$ cat src/rtl/pwr_pkg.sv
package pwr_pkg;

    // register byte offsets
    localparam logic [11:0] CTRL_OFS = 12'h000;
    localparam logic [11:0] WAKE_EN_OFS = 12'h004;
    localparam logic [11:0] STATUS_OFS = 12'h008;
    localparam logic [11:0] PULL_OFS = 12'h00C;
    localparam logic [11:0] HOLD_OFS = 12'h010;

    // control field positions
    localparam int LPS_BIT = 0;
    localparam int HOLD_SEL_BIT = 1;
    localparam int RAM1_RET_BIT = 2;
    localparam int LS_ON_BIT = 3;
    localparam int LS_SRC_BIT = 4;
    localparam int BOR_SD_BIT = 5;
    localparam int RTC_EN_BIT = 6;
    localparam int WDG_EN_BIT = 7;
    localparam int SER_EN_BIT = 8;
    localparam int RWT_EN_BIT = 9;
    localparam int LSCO_BIT = 10;
    localparam int RTCO_BIT = 11;
    localparam int SW_RST_BIT = 12;

    // wake cause bit positions (status and enable)
    localparam int WK_RADIO = 0;
    localparam int WK_HOST = 1;
    localparam int WK_RTC = 2;
    localparam int WK_SER = 3;
    localparam int WK_GPIO = 4;
    localparam int WAKE_W = 5;

    // reset values
    localparam logic [31:0] CTRL_RST = 32'h0000_0000;
    localparam logic [31:0] WAKE_EN_RST = 32'h0000_001F;

    // io counts
    localparam int GPIO_N = 20;

    // timing
    localparam int CLK_MHZ = 10;
    localparam int RST_PULSE_US = 20;
    localparam int RST_PULSE_CYC = RST_PULSE_US * CLK_MHZ;
    localparam logic [7:0] RST_PULSE_CNT = 8'(RST_PULSE_CYC);

    // power states
    typedef enum logic [1:0] {
        ST_RUN = 2'b00,
        ST_STOP = 2'b01,
        ST_SHUT = 2'b10,
        ST_WAKE = 2'b11
    } pwr_state_type;

    // power-domain controls sent to analog and clock tree
    typedef struct packed {
        logic sys_clk_en;
        logic bus_clk_en;
        logic main_reg_en;
        logic lp_reg_en;
        logic lp_reg_low;
        logic switch_dom_en;
        logic ram0_ret;
        logic ram1_ret;
        logic ls_xtal_en;
        logic ls_rc_en;
        logic bor_en;
    } pwr_ctl_type;

    // low-speed peripheral run enables
    typedef struct packed {
        logic rtc_run;
        logic wdg_run;
        logic ser_run;
        logic rwt_run;
        logic lsco_keep;
        logic rtco_keep;
    } ls_run_type;

endpackage : pwr_pkg

$ cat src/rtl/low_power_mode_and_reset_ctrl.sv
// Design decisions made here: the register offsets and the AHB-Lite interface to the registers.
`timescale 1ns/1ns
module low_power_mode_and_reset_ctrl
    import pwr_pkg::*;
(
    input wire logic hclk,
    input wire logic hresetn,
    input wire logic hsel,
    input wire logic [31:0] haddr,
    input wire logic [1:0] htrans,
    input wire logic hwrite,
    input wire logic [2:0] hsize,
    input wire logic [31:0] hwdata,
    input wire logic hready,
    output logic [31:0] hrdata,
    output logic hreadyout,
    output logic hresp,
    input wire logic radio_sleeping,
    input wire logic core_wfi,
    input wire logic deep_sleep_flag,
    input wire logic supply_ok,
    input wire logic regulator_ok,
    input wire logic wdg_reset,
    input wire logic core_lockup,
    input wire logic debugger_on,
    input wire logic sys_reset_request,
    input wire logic rwt_radio_wake,
    input wire logic rwt_host_wake,
    input wire logic rtc_wake,
    input wire logic ser_wake,
    input wire logic [GPIO_N-1:0] gpio_wake,
    input wire logic ext_reset_pin_n_in,
    output logic ext_reset_pin_n_out,
    output logic ext_reset_pin_n_oe,
    output pwr_ctl_type pwr_ctl,
    output ls_run_type ls_run,
    output logic [GPIO_N-1:0] io_hold,
    output logic [GPIO_N-1:0] io_pull_keep,
    output logic off_domain_reset_n,
    output logic power_on_reset_n,
    output logic system_reset_n,
    output logic [1:0] pwr_mode
);

    // decode a register offset from the low address bits
    function automatic logic is_reg(input logic [31:0] a,
                                    input logic [11:0] ofs);
        is_reg = (a[11:0] == ofs);
    endfunction : is_reg

    pwr_state_type state_q;
    logic [31:0] ctrl_q;
    logic [31:0] wake_en_q;
    logic [WAKE_W-1:0] cause_q;
    logic [GPIO_N-1:0] pull_q;
    logic [GPIO_N-1:0] hold_q;
    logic wr_q;
    logic [11:0] wa_q;
    logic rd_q;
    logic [31:0] rdata_q;
    logic [7:0] pulse_q;
    logic [2:0] por_q;
    logic [1:0] rel_q;
    logic sw_req_q;

    // three-stage synchronisers for pin and foreign inputs
    localparam int SN = 9 + GPIO_N;
    logic [SN-1:0] s1_q, s2_q, s3_q;
    logic [SN-1:0] raw;
    logic [SN-1:0] sy_q;
    assign raw = {ext_reset_pin_n_in, supply_ok, regulator_ok, wdg_reset,
                  rwt_radio_wake, rwt_host_wake, rtc_wake, ser_wake,
                  core_lockup, gpio_wake};

    // chain per bit; accept a change when stages two and three agree
    genvar gi;
    generate
        for (gi = 0; gi < SN; gi++) begin : g_sync
            always_ff @(posedge hclk or negedge hresetn) begin
                if (!hresetn) begin
                    s1_q[gi] <= 1'b0;
                    s2_q[gi] <= 1'b0;
                    s3_q[gi] <= 1'b0;
                    sy_q[gi] <= 1'b0;
                end else begin
                    s1_q[gi] <= raw[gi];
                    s2_q[gi] <= s1_q[gi];
                    s3_q[gi] <= s2_q[gi];
                    if (s2_q[gi] == s3_q[gi]) begin
                        sy_q[gi] <= s3_q[gi];
                    end
                end
            end
        end
    endgenerate

    logic pin_n, sup_ok, reg_ok, wdg_s, lock_s;
    logic [WAKE_W-1:0] wake_ev;
    assign pin_n = sy_q[SN-1];
    assign sup_ok = sy_q[SN-2];
    assign reg_ok = sy_q[SN-3];
    assign wdg_s = sy_q[SN-4];
    assign lock_s = sy_q[GPIO_N];
    // watchdog is not a wake source, it resets instead
    assign wake_ev = {|sy_q[GPIO_N-1:0], sy_q[GPIO_N+1], sy_q[GPIO_N+2],
                      sy_q[GPIO_N+3], sy_q[GPIO_N+4]};

    logic wake_any;
    assign wake_any = |(wake_ev & wake_en_q[WAKE_W-1:0]);

    // low power entry condition common to both modes
    logic lp_entry;
    assign lp_entry = radio_sleeping && core_wfi && deep_sleep_flag &&
                      !wake_any && ctrl_q[HOLD_SEL_BIT];

    // ahb-lite slave, zero wait states, always okay
    assign hreadyout = 1'b1;
    assign hresp = 1'b0;
    assign hrdata = rdata_q;
    logic acc;
    assign acc = hsel && hready && htrans[1];

    always_ff @(posedge hclk or negedge hresetn) begin
        if (!hresetn) begin
            wr_q <= 1'b0;
            rd_q <= 1'b0;
            wa_q <= 12'h000;
        end else begin
            wr_q <= acc && hwrite;
            rd_q <= acc && !hwrite;
            wa_q <= haddr[11:0];
        end
    end

    // read data registered in the address phase
    always_ff @(posedge hclk or negedge hresetn) begin
        if (!hresetn) begin
            rdata_q <= 32'h0000_0000;
        end else if (acc && !hwrite) begin
            if (is_reg(haddr, CTRL_OFS)) begin
                rdata_q <= ctrl_q;
            end else if (is_reg(haddr, WAKE_EN_OFS)) begin
                rdata_q <= wake_en_q;
            end else if (is_reg(haddr, STATUS_OFS)) begin
                rdata_q <= {27'h0000000, cause_q};
            end else if (is_reg(haddr, PULL_OFS)) begin
                rdata_q <= {12'h000, pull_q};
            end else if (is_reg(haddr, HOLD_OFS)) begin
                rdata_q <= {12'h000, hold_q};
            end else begin
                rdata_q <= 32'h0000_0000;
            end
        end
    end

    // config registers; power controller survives system reset
    logic [31:0] wa32;
    assign wa32 = {20'h00000, wa_q};
    always_ff @(posedge hclk or negedge hresetn) begin
        if (!hresetn) begin
            ctrl_q <= CTRL_RST;
            wake_en_q <= WAKE_EN_RST;
            pull_q <= '0;
            hold_q <= '0;
        end else if (!power_on_reset_n) begin
            ctrl_q <= CTRL_RST; // power-on clears the controller
            wake_en_q <= WAKE_EN_RST;
            pull_q <= '0;
            hold_q <= '0;
        end else if (wr_q) begin
            if (is_reg(wa32, CTRL_OFS)) begin
                ctrl_q <= hwdata;
            end
            if (is_reg(wa32, WAKE_EN_OFS)) begin
                wake_en_q <= hwdata;
            end
            if (is_reg(wa32, PULL_OFS)) begin
                pull_q <= hwdata[GPIO_N-1:0];
            end
            if (is_reg(wa32, HOLD_OFS)) begin
                hold_q <= hwdata[GPIO_N-1:0];
            end
        end else if (ctrl_q[SW_RST_BIT]) begin
            ctrl_q[SW_RST_BIT] <= 1'b0; // self-clearing request
        end
    end

    // wake cause: captured on leaving stop, cleared by status write
    always_ff @(posedge hclk or negedge hresetn) begin
        if (!hresetn) begin
            cause_q <= '0;
        end else if (!power_on_reset_n) begin
            cause_q <= '0;
        end else if (state_q == ST_STOP && wake_any) begin
            cause_q <= wake_ev & wake_en_q[WAKE_W-1:0];
        end else if (wr_q && is_reg(wa32, STATUS_OFS)) begin
            cause_q <= cause_q & ~hwdata[WAKE_W-1:0];
        end
    end

    // mode sequencer
    always_ff @(posedge hclk or negedge hresetn) begin
        if (!hresetn) begin
            state_q <= ST_RUN;
        end else begin
            case (state_q)
                ST_RUN: begin
                    if (lp_entry && !ctrl_q[LPS_BIT]) begin
                        state_q <= ST_STOP;
                    end else if (lp_entry && ctrl_q[LPS_BIT]) begin
                        state_q <= ST_SHUT;
                    end
                end
                ST_STOP: begin
                    if (wake_any || !pin_n || wdg_s) begin
                        state_q <= ST_WAKE;
                    end
                end
                ST_SHUT: begin
                    if (!pin_n) begin
                        state_q <= ST_WAKE;
                    end
                end
                ST_WAKE: begin
                    if (pin_n) begin
                        state_q <= ST_RUN;
                    end
                end
                default: state_q <= ST_RUN;
            endcase
        end
    end

    logic in_stop, in_shut, shut_exit;
    assign in_stop = (state_q == ST_STOP);
    assign in_shut = (state_q == ST_SHUT);
    assign shut_exit = in_shut && !pin_n;
    assign pwr_mode = state_q;

    // power, clock and retention controls
    logic ls_on;
    assign ls_on = in_stop && ctrl_q[LS_ON_BIT];
    always_comb begin
        pwr_ctl.sys_clk_en = !(in_stop || in_shut);
        pwr_ctl.bus_clk_en = !(in_stop || in_shut);
        pwr_ctl.main_reg_en = !(in_stop || in_shut);
        pwr_ctl.lp_reg_en = !in_shut;
        pwr_ctl.lp_reg_low = in_stop;
        pwr_ctl.switch_dom_en = !(in_stop || in_shut);
        pwr_ctl.ram0_ret = !in_shut;
        pwr_ctl.ram1_ret = !in_shut &&
                           (!in_stop || ctrl_q[RAM1_RET_BIT]);
        pwr_ctl.ls_xtal_en = ls_on && ctrl_q[LS_SRC_BIT];
        pwr_ctl.ls_rc_en = ls_on && !ctrl_q[LS_SRC_BIT];
        pwr_ctl.bor_en = !in_shut || ctrl_q[BOR_SD_BIT];
    end

    // low-speed peripherals and dedicated clock outputs in stop
    always_comb begin
        ls_run.rtc_run = ls_on && ctrl_q[RTC_EN_BIT];
        ls_run.wdg_run = ls_on && ctrl_q[WDG_EN_BIT];
        ls_run.ser_run = ls_on && ctrl_q[SER_EN_BIT];
        ls_run.rwt_run = ls_on && ctrl_q[RWT_EN_BIT];
        ls_run.lsco_keep = ls_on && ctrl_q[LSCO_BIT];
        ls_run.rtco_keep = ls_run.rtc_run && ctrl_q[RTCO_BIT];
    end

    // io retention in stop, pulls only in shutdown
    assign io_hold = in_stop ? hold_q : '0;
    assign io_pull_keep = in_shut ? pull_q : '0;
    assign off_domain_reset_n = !(in_stop || state_q == ST_WAKE);

    // power-on reset source, also raised by shutdown exit
    logic por_src;
    assign por_src = !sup_ok || !reg_ok || shut_exit;
    always_ff @(posedge hclk or negedge hresetn) begin
        if (!hresetn) begin
            por_q <= 3'b000;
        end else begin
            por_q <= por_src ? 3'b000 : {por_q[1:0], 1'b1};
        end
    end
    assign power_on_reset_n = por_q[2];

    // internal sources; lockup ignored with debugger
    logic int_src;
    assign sw_req_q = ctrl_q[SW_RST_BIT] || sys_reset_request;
    assign int_src = !power_on_reset_n || wdg_s ||
                     (lock_s && !debugger_on) || sw_req_q;

    // stretch internal resets; pad reset lasts while pin is low
    always_ff @(posedge hclk or negedge hresetn) begin
        if (!hresetn) begin
            pulse_q <= RST_PULSE_CNT;
        end else if (int_src) begin
            pulse_q <= RST_PULSE_CNT;
        end else if (pulse_q != 8'h00) begin
            pulse_q <= pulse_q - 8'h01;
        end
    end

    // own pin drive still in the synchroniser; hold reset, no echo loop
    logic [4:0] blank_q;
    always_ff @(posedge hclk or negedge hresetn) begin
        if (!hresetn) begin
            blank_q <= 5'h1F;
        end else begin
            blank_q <= {blank_q[3:0], ext_reset_pin_n_oe};
        end
    end

    // synchronous release of the merged system reset
    logic sys_rst_act;
    assign sys_rst_act = (pulse_q != 8'h00) || (blank_q != 5'h00) ||
                         !pin_n;
    always_ff @(posedge hclk or negedge hresetn) begin
        if (!hresetn) begin
            rel_q <= 2'b00;
        end else begin
            rel_q <= sys_rst_act ? 2'b00 : {rel_q[0], 1'b1};
        end
    end
    assign system_reset_n = rel_q[1];

    // pin pulled low during an internal pulse; a pad reset is low already
    assign ext_reset_pin_n_out = 1'b0;
    assign ext_reset_pin_n_oe = (pulse_q != 8'h00);
endmodule : low_power_mode_and_reset_ctrl

$ cat config.mk
export PLATFORM = sky130hd
export DESIGN_NAME = low_power_mode_and_reset_ctrl
export DESIGN_NICKNAME = d
export VERILOG_FILES = /design/src/rtl/pwr_pkg.sv /design/src/rtl/low_power_mode_and_reset_ctrl.sv
export SDC_FILE = /design/constraint.sdc
export NUM_CORES = 1
export LEC_CHECK = 0
export ABC_AREA = 0
export BUFFER_PORTS_ARGS = -buffer_cell sky130_fd_sc_hd__buf_2
export CELL_PAD_IN_SITES_DETAIL_PLACEMENT = 0
export CELL_PAD_IN_SITES_GLOBAL_PLACEMENT = 2
export CORE_ASPECT_RATIO = 1.75
export CORE_MARGIN = 8
export CORE_UTILIZATION = 39
export DETAILED_ROUTE_END_ITERATION = 8
export GPL_ROUTABILITY_DRIVEN = 0
export PLACE_DENSITY_LB_ADDON = 0.1
export SETUP_SLACK_MARGIN = 0.4
export SLEW_MARGIN = 10
export SYNTH_ARGS = -nofsm -noshare
export SYNTH_HDL_FRONTEND = slang
export SYNTH_SLANG_ARGS = --single-unit
$ cat constraint.sdc
create_clock -name hclk -period 4.6 [get_ports hclk]
set_input_delay 0.92 -clock hclk [delete_from_list [all_inputs] [get_ports hclk]]
set_output_delay 0.92 -clock hclk [all_outputs]
set_load 0.02 [all_outputs]
### Word level (Yosys, flattened, before mapping)

Cells that the tools add are included.

| storage, ports and cells | value |
|---|---|
| input bits | 108 |
| bits in registers | 290 |
| logic and storage cells | 283 |
| output and inout bits | 98 |

| cells by class | value |
|---|---|
| muxes and demuxes | 34 |
| add/sub/neg operators | 1 |
| bitwise logic cells | 3 |
| equal/unequal tests | 51 |
| reductions and logical operators | 64 |

Operators with widths:

| kind | count |
|---|---|
| 2-to-1 mux 32 bit | 7 |
| 2-to-1 mux 20 bit | 11 |
| == test 12 x 4 -> 1 bit, second input constant | 4 |
| == test 1 bit | 29 |
| == test 12 x 3 -> 1 bit, second input constant | 2 |
| == test 12 x 5 -> 1 bit, second input constant | 2 |
| logical AND 1 bit | 24 |
| logical NOT 12 bit | 2 |
| OR reduction 20 bit | 1 |
| 2-to-1 mux 19 bit | 1 |
| 2-to-1 mux 8 bit | 2 |
| 2-to-1 mux 5 bit | 3 |
| logical OR 1 bit | 14 |
| logical NOT 1 bit | 13 |
| 2-to-1 mux 12 bit | 1 |
| 2-to-1 mux 2 bit | 6 |
| bitwise AND 5 bit | 2 |
| inequality test 2 x 1 -> 1 bit, second input constant | 5 |
| case mux 2 bit (4 select lines) | 1 |
| AND reduction 2 bit | 4 |
| nonzero test 8 bit | 1 |
| subtractor 8 x 1 -> 8 bit, second input constant | 1 |
| inequality test 2 bit, second input constant | 3 |
| NOT 5 bit | 1 |
| 12 further kinds | 13 |

### Longest topological paths before layout

| depth | value |
|---|---|
| depth in word-level cells | 10 |
| depth in mapped cells | 8 |
| depth with buffers taken out | 7 |

### Least setup slack after synthesis

No wires, ideal clock.

| timing | value |
|---|---|
| kind | register to output |
| start point | register state_q[1] (netlist: pwr_mode[1]) |
| end point | output port ls_run[0] (netlist name) |
| path slack | 2.171 ns |
| cell stages (with the launch flop) | 5 |
| required time | 3.680 ns |
| buffers on the path | 0 |
| arrival | 1.509 ns |
| path through | dfrtp_1 > inv_1 > ha_1 > nand2_1 > nor3_1 |

RTL lines:

| what | RTL line | source |
|---|---|---|
| start: declaration | low_power_mode_and_reset_ctrl.sv:51 | `pwr_state_type state_q;` |
| start signal: assignment | low_power_mode_and_reset_ctrl.sv:204 | `state_q <= ST_RUN;` |
| start signal: assignment | low_power_mode_and_reset_ctrl.sv:209 | `state_q <= ST_STOP;` |
| start signal: assignment | low_power_mode_and_reset_ctrl.sv:211 | `state_q <= ST_SHUT;` |
| end: declaration | low_power_mode_and_reset_ctrl.sv:36 | `output ls_run_type ls_run,` |

==> key figures <==
Run status
  – Status: complete, no violations

Power and ir drop
  – Psw: 1.48 mW
  – Power Internal: 4.42 mW
  – P_leak: a little over 6 nW
  – Max VDD drop: between 0.3 and 0.4 mV
  – Sequential share of power: 45.5%
  – Clock power share: 44.4%
  – Logic pwr share: 10.0%
  – Net Sw Frac: 25.0%
  – Power Total: 5.90 mW
  – Power density of the placed cells: 424 mW/mm²

Setup path
  – End point of the critical path: pwr_ctl[2]
  – Setup crit start: pwr_mode[1]$_DFFE_PN0P_
  – Worst R2R Setup Slack: 1.96 ns
  – Required @ worst endpoint: between 3 and 4 ns
  – CP Max Fanout: 12
  – Reg2reg end: pwr_mode[1]$_DFFE_PN0P_
  – Critical path arrival: 2.52 ns
  – Critical path type: reg -> out
  – Worst reg2reg startpoint: pwr_mode[1]$_DFFE_PN0P_
  – CP Launch Type: register
  – R2R cell count: 7
  – CP Capture Type: primary output

Die
  – CORE AREA: 0.0293 mm²
  – Full die area: 0.0356 mm²
  – Die width: 146 µm
  – Initial Util: 39.5%
  – Die Span Y: 244 µm
  – Io pins: 206
  – Row count: just over 80

Clock network
  – Longest Clk Path Bufs: 3
  – Post-CTS setup buffers: 0
  – Number of buffers created by CTS: 28
  – Num Clock Sinks: 290
  – H-Tree Depth: 1
  – Cts hold-fix bufs: 0
  – Worst-path clk slew: approximately 0.070 ns
  – Post-cts sizing count: 0
  – CTS tree: built
  – Root Driver: clkbuf_16
  – Clk_lat worst skew: 0.56 ns

Cells and area
  – Final Net Count: 1303
  – Most common cell after layout, fill and taps aside: dfrtp_1
  – Area Overhead vs Synth: 20.2%
  – Share of cells above drive strength 1: 23.1%
  – Most frequent cells in the layout: dfrtp_1 (276), buf_2 (177), nand2_1 (146)

STA
  – Fmax: 291 MHz
  – Tcrit/Tclk final: 74.8%
  – WHS: about 0.34 ns
  – Setup TNS: 0 ns
  – Hold Fails Final Rpt: 0
  – Worst-Margin Slew: around 1.1 ns
  – Min cycle time layout: 3.44 ns
  – Fin. max-slew vios: 0
  – Clock skew: 0.0186 ns
  – RSZ-0062 raised after global routing: false
  – Max-slew headroom: 28.3%
  – Final setup vio count: 0

Detailed routing
  – ANT nets after route: 0
  – Vias: 7942
  – Post-route DRC: 0
  – Avg WL per Cell: 19.3 µm
  – DR iter-0 viols: 301
  – Vias per cell: about 5
  – DRT Pass-1 Iters: 4
  – WL final: roughly 31 mm

Synth
  – Synth Warn #: 0
  – Synth Cell Area: 0.0116 mm²
  – EDFF count, synth: 0
  – Post-Syn Area per Cell: 11.3 µm²
  – Synth Register Bits: 290
  – Main flop type after synthesis: dfrtp_1
  – Cells after Synth: 1027
  – Synth unique cells: between 50 and 60
  – Register area share after synthesis: 62.9%
  – Post-synth ARST share: 100%

Global route
  – Initial antenna violation count: 4
  – Number of global-route vias before repair: 8519
  – GRT Residual Overflow: 0
  – First-pass GRT wire length: roughly 49 mm
  – Largest net degree at the start of global routing: between 100 and 150
  – Total Routing Usage GR: 17.4%

Job
  – Max-cap viol count: 0

Place
  – Number of port buffers: ~180
  – HPWL after detailed placement: 20.1 mm

Min path
  – Hold/Removal Path Class: reg -> reg
-- Yosys cell counts, drive strengths merged, types with 3 or more instances --
master,instances,area [µm²]
dfrtp,277,6930
nand2,146,548
o21ai,65,325
a21boi,58,435
inv,54,203
and2,43,269
nand3,43,220
clkbuf,40,150
maj3,29,290
a21oi,28,140
buf,25,151
nor2,25,93.8
mux2i,24,240
nor2b,22,138
nor3,21,126
o211ai,18,135
a22oi,14,105
dfstp,13,342
nor4,11,81.3
a22o,8,70.1
ha,6,75.1
o22ai,6,37.5
o2bb2ai,5,43.8
or3,5,31.3
nand2b,4,25.0
mux4,3,67.6
nand3b,3,22.5
o31ai,3,22.5
-- logic make-up after synthesis --
| kind of cell | after synthesis | synth area share [%] |
|---|---|---|
| AND/OR/NAND/NOR | 338 | 14.5 |
| other | 2 | 0.0649 |
| adder cells (fa/ha/maj) | 35 | 3.16 |
| flip-flops | 290 | 62.9 |
| multiplexers | 28 | 2.76 |
| buffers and inverters | 119 | 4.36 |
| XOR/XNOR | 2 | 0.151 |
| AO/OA/AOI/OAI | 213 | 12.1 |
-- critical path, stage by stage, from the launching register on --
cell	delay, ns
dfrtp_1	0.43
inv_1	0.12
ha_1	0.57
nand2_1	0.39
nor2_1	0.24
buf_2	0.20
-- area by class of cell --
type | instances | area [µm²]
timing repair buffer | 196 | 1060
antenna | 1 | 2.50
sequential | 290 | 7280
clock inverter | 19 | 303
inverter | 54 | 203
tap | 382 | 478
fill | 2830 | 15400
clock buffer | 33 | 769
multi-input combinational | 619 | 3800
-- layer usage --
metal	wire, µm	global-route usage [%]	up-vias
met1	13300	21.6	3902
met3	1340	3.10	39
met4	537	4.75	6
li1	-	-	3814
met2	15700	30.6	181
met5	34	0	-
-- per-stage QoR --
stage	setup slack (ns)	utilization [%]	area (µm²)	cells
6_report	1.16	47.5	13900	1594
5_1_grt	0.968	47.4	13900	1593
4_1_cts	1.04	47.4	13900	1593
3_5_place_dp	1.44	43.8	12800	1541
3_3_place_gp	1.45	43.8	12800	1541
2_1_floorplan	2.17	-	11600	1028
-- registers in the layout, summed over array words and instances (netlist names), 3 cells and up --
signal and count:
ctrl_q 32, hrdata 32, wake_en_q 32, s1_q 29, s2_q 29, s3_q 29
sy_q 24, hold_q 20, pull_q 20, wa_q 12, pulse_q 8, blank_q 5
cause_q 5, por_q 3
-- power groups by stage --
| stage | registers, mW | clock network [mW] | logic, mW |
|---|---|---|---|
| 6_report | 2.69 | 2.62 | 0.591 |
| 5_1_grt | 2.70 | 2.80 | 0.656 |
| 4_1_cts | 2.69 | 2.70 | 0.614 |
| 3_5_place_dp | 2.73 | 0 | 0.613 |
| 3_3_place_gp | 2.73 | 0 | 0.612 |
| 2_1_floorplan | 2.73 | 0 | 0.365 |
-- how the worst min path moves through the flow --
stage / cells after the start / startpoint / end / slack [ns]
final: 0 / s1_q[22]$_DFF_PN0_ / s2_q[22]$_DFF_PN0_ / 0.34
after CTS: 0 / s1_q[22]$_DFF_PN0_ / s2_q[22]$_DFF_PN0_ / 0.35
after global routing: 0 / s1_q[0]$_DFF_PN0_ / s2_q[0]$_DFF_PN0_ / 0.35
after floorplan: 0 / s1_q[0]$_DFF_PN0_ / s2_q[0]$_DFF_PN0_ / 0.33
after detailed placement: 0 / s1_q[0]$_DFF_PN0_ / s2_q[0]$_DFF_PN0_ / 0.33
after global placement: 0 / s1_q[11]$_DFF_PN0_ / s2_q[11]$_DFF_PN0_ / 0.33
(Power assumes the default switching activity.)
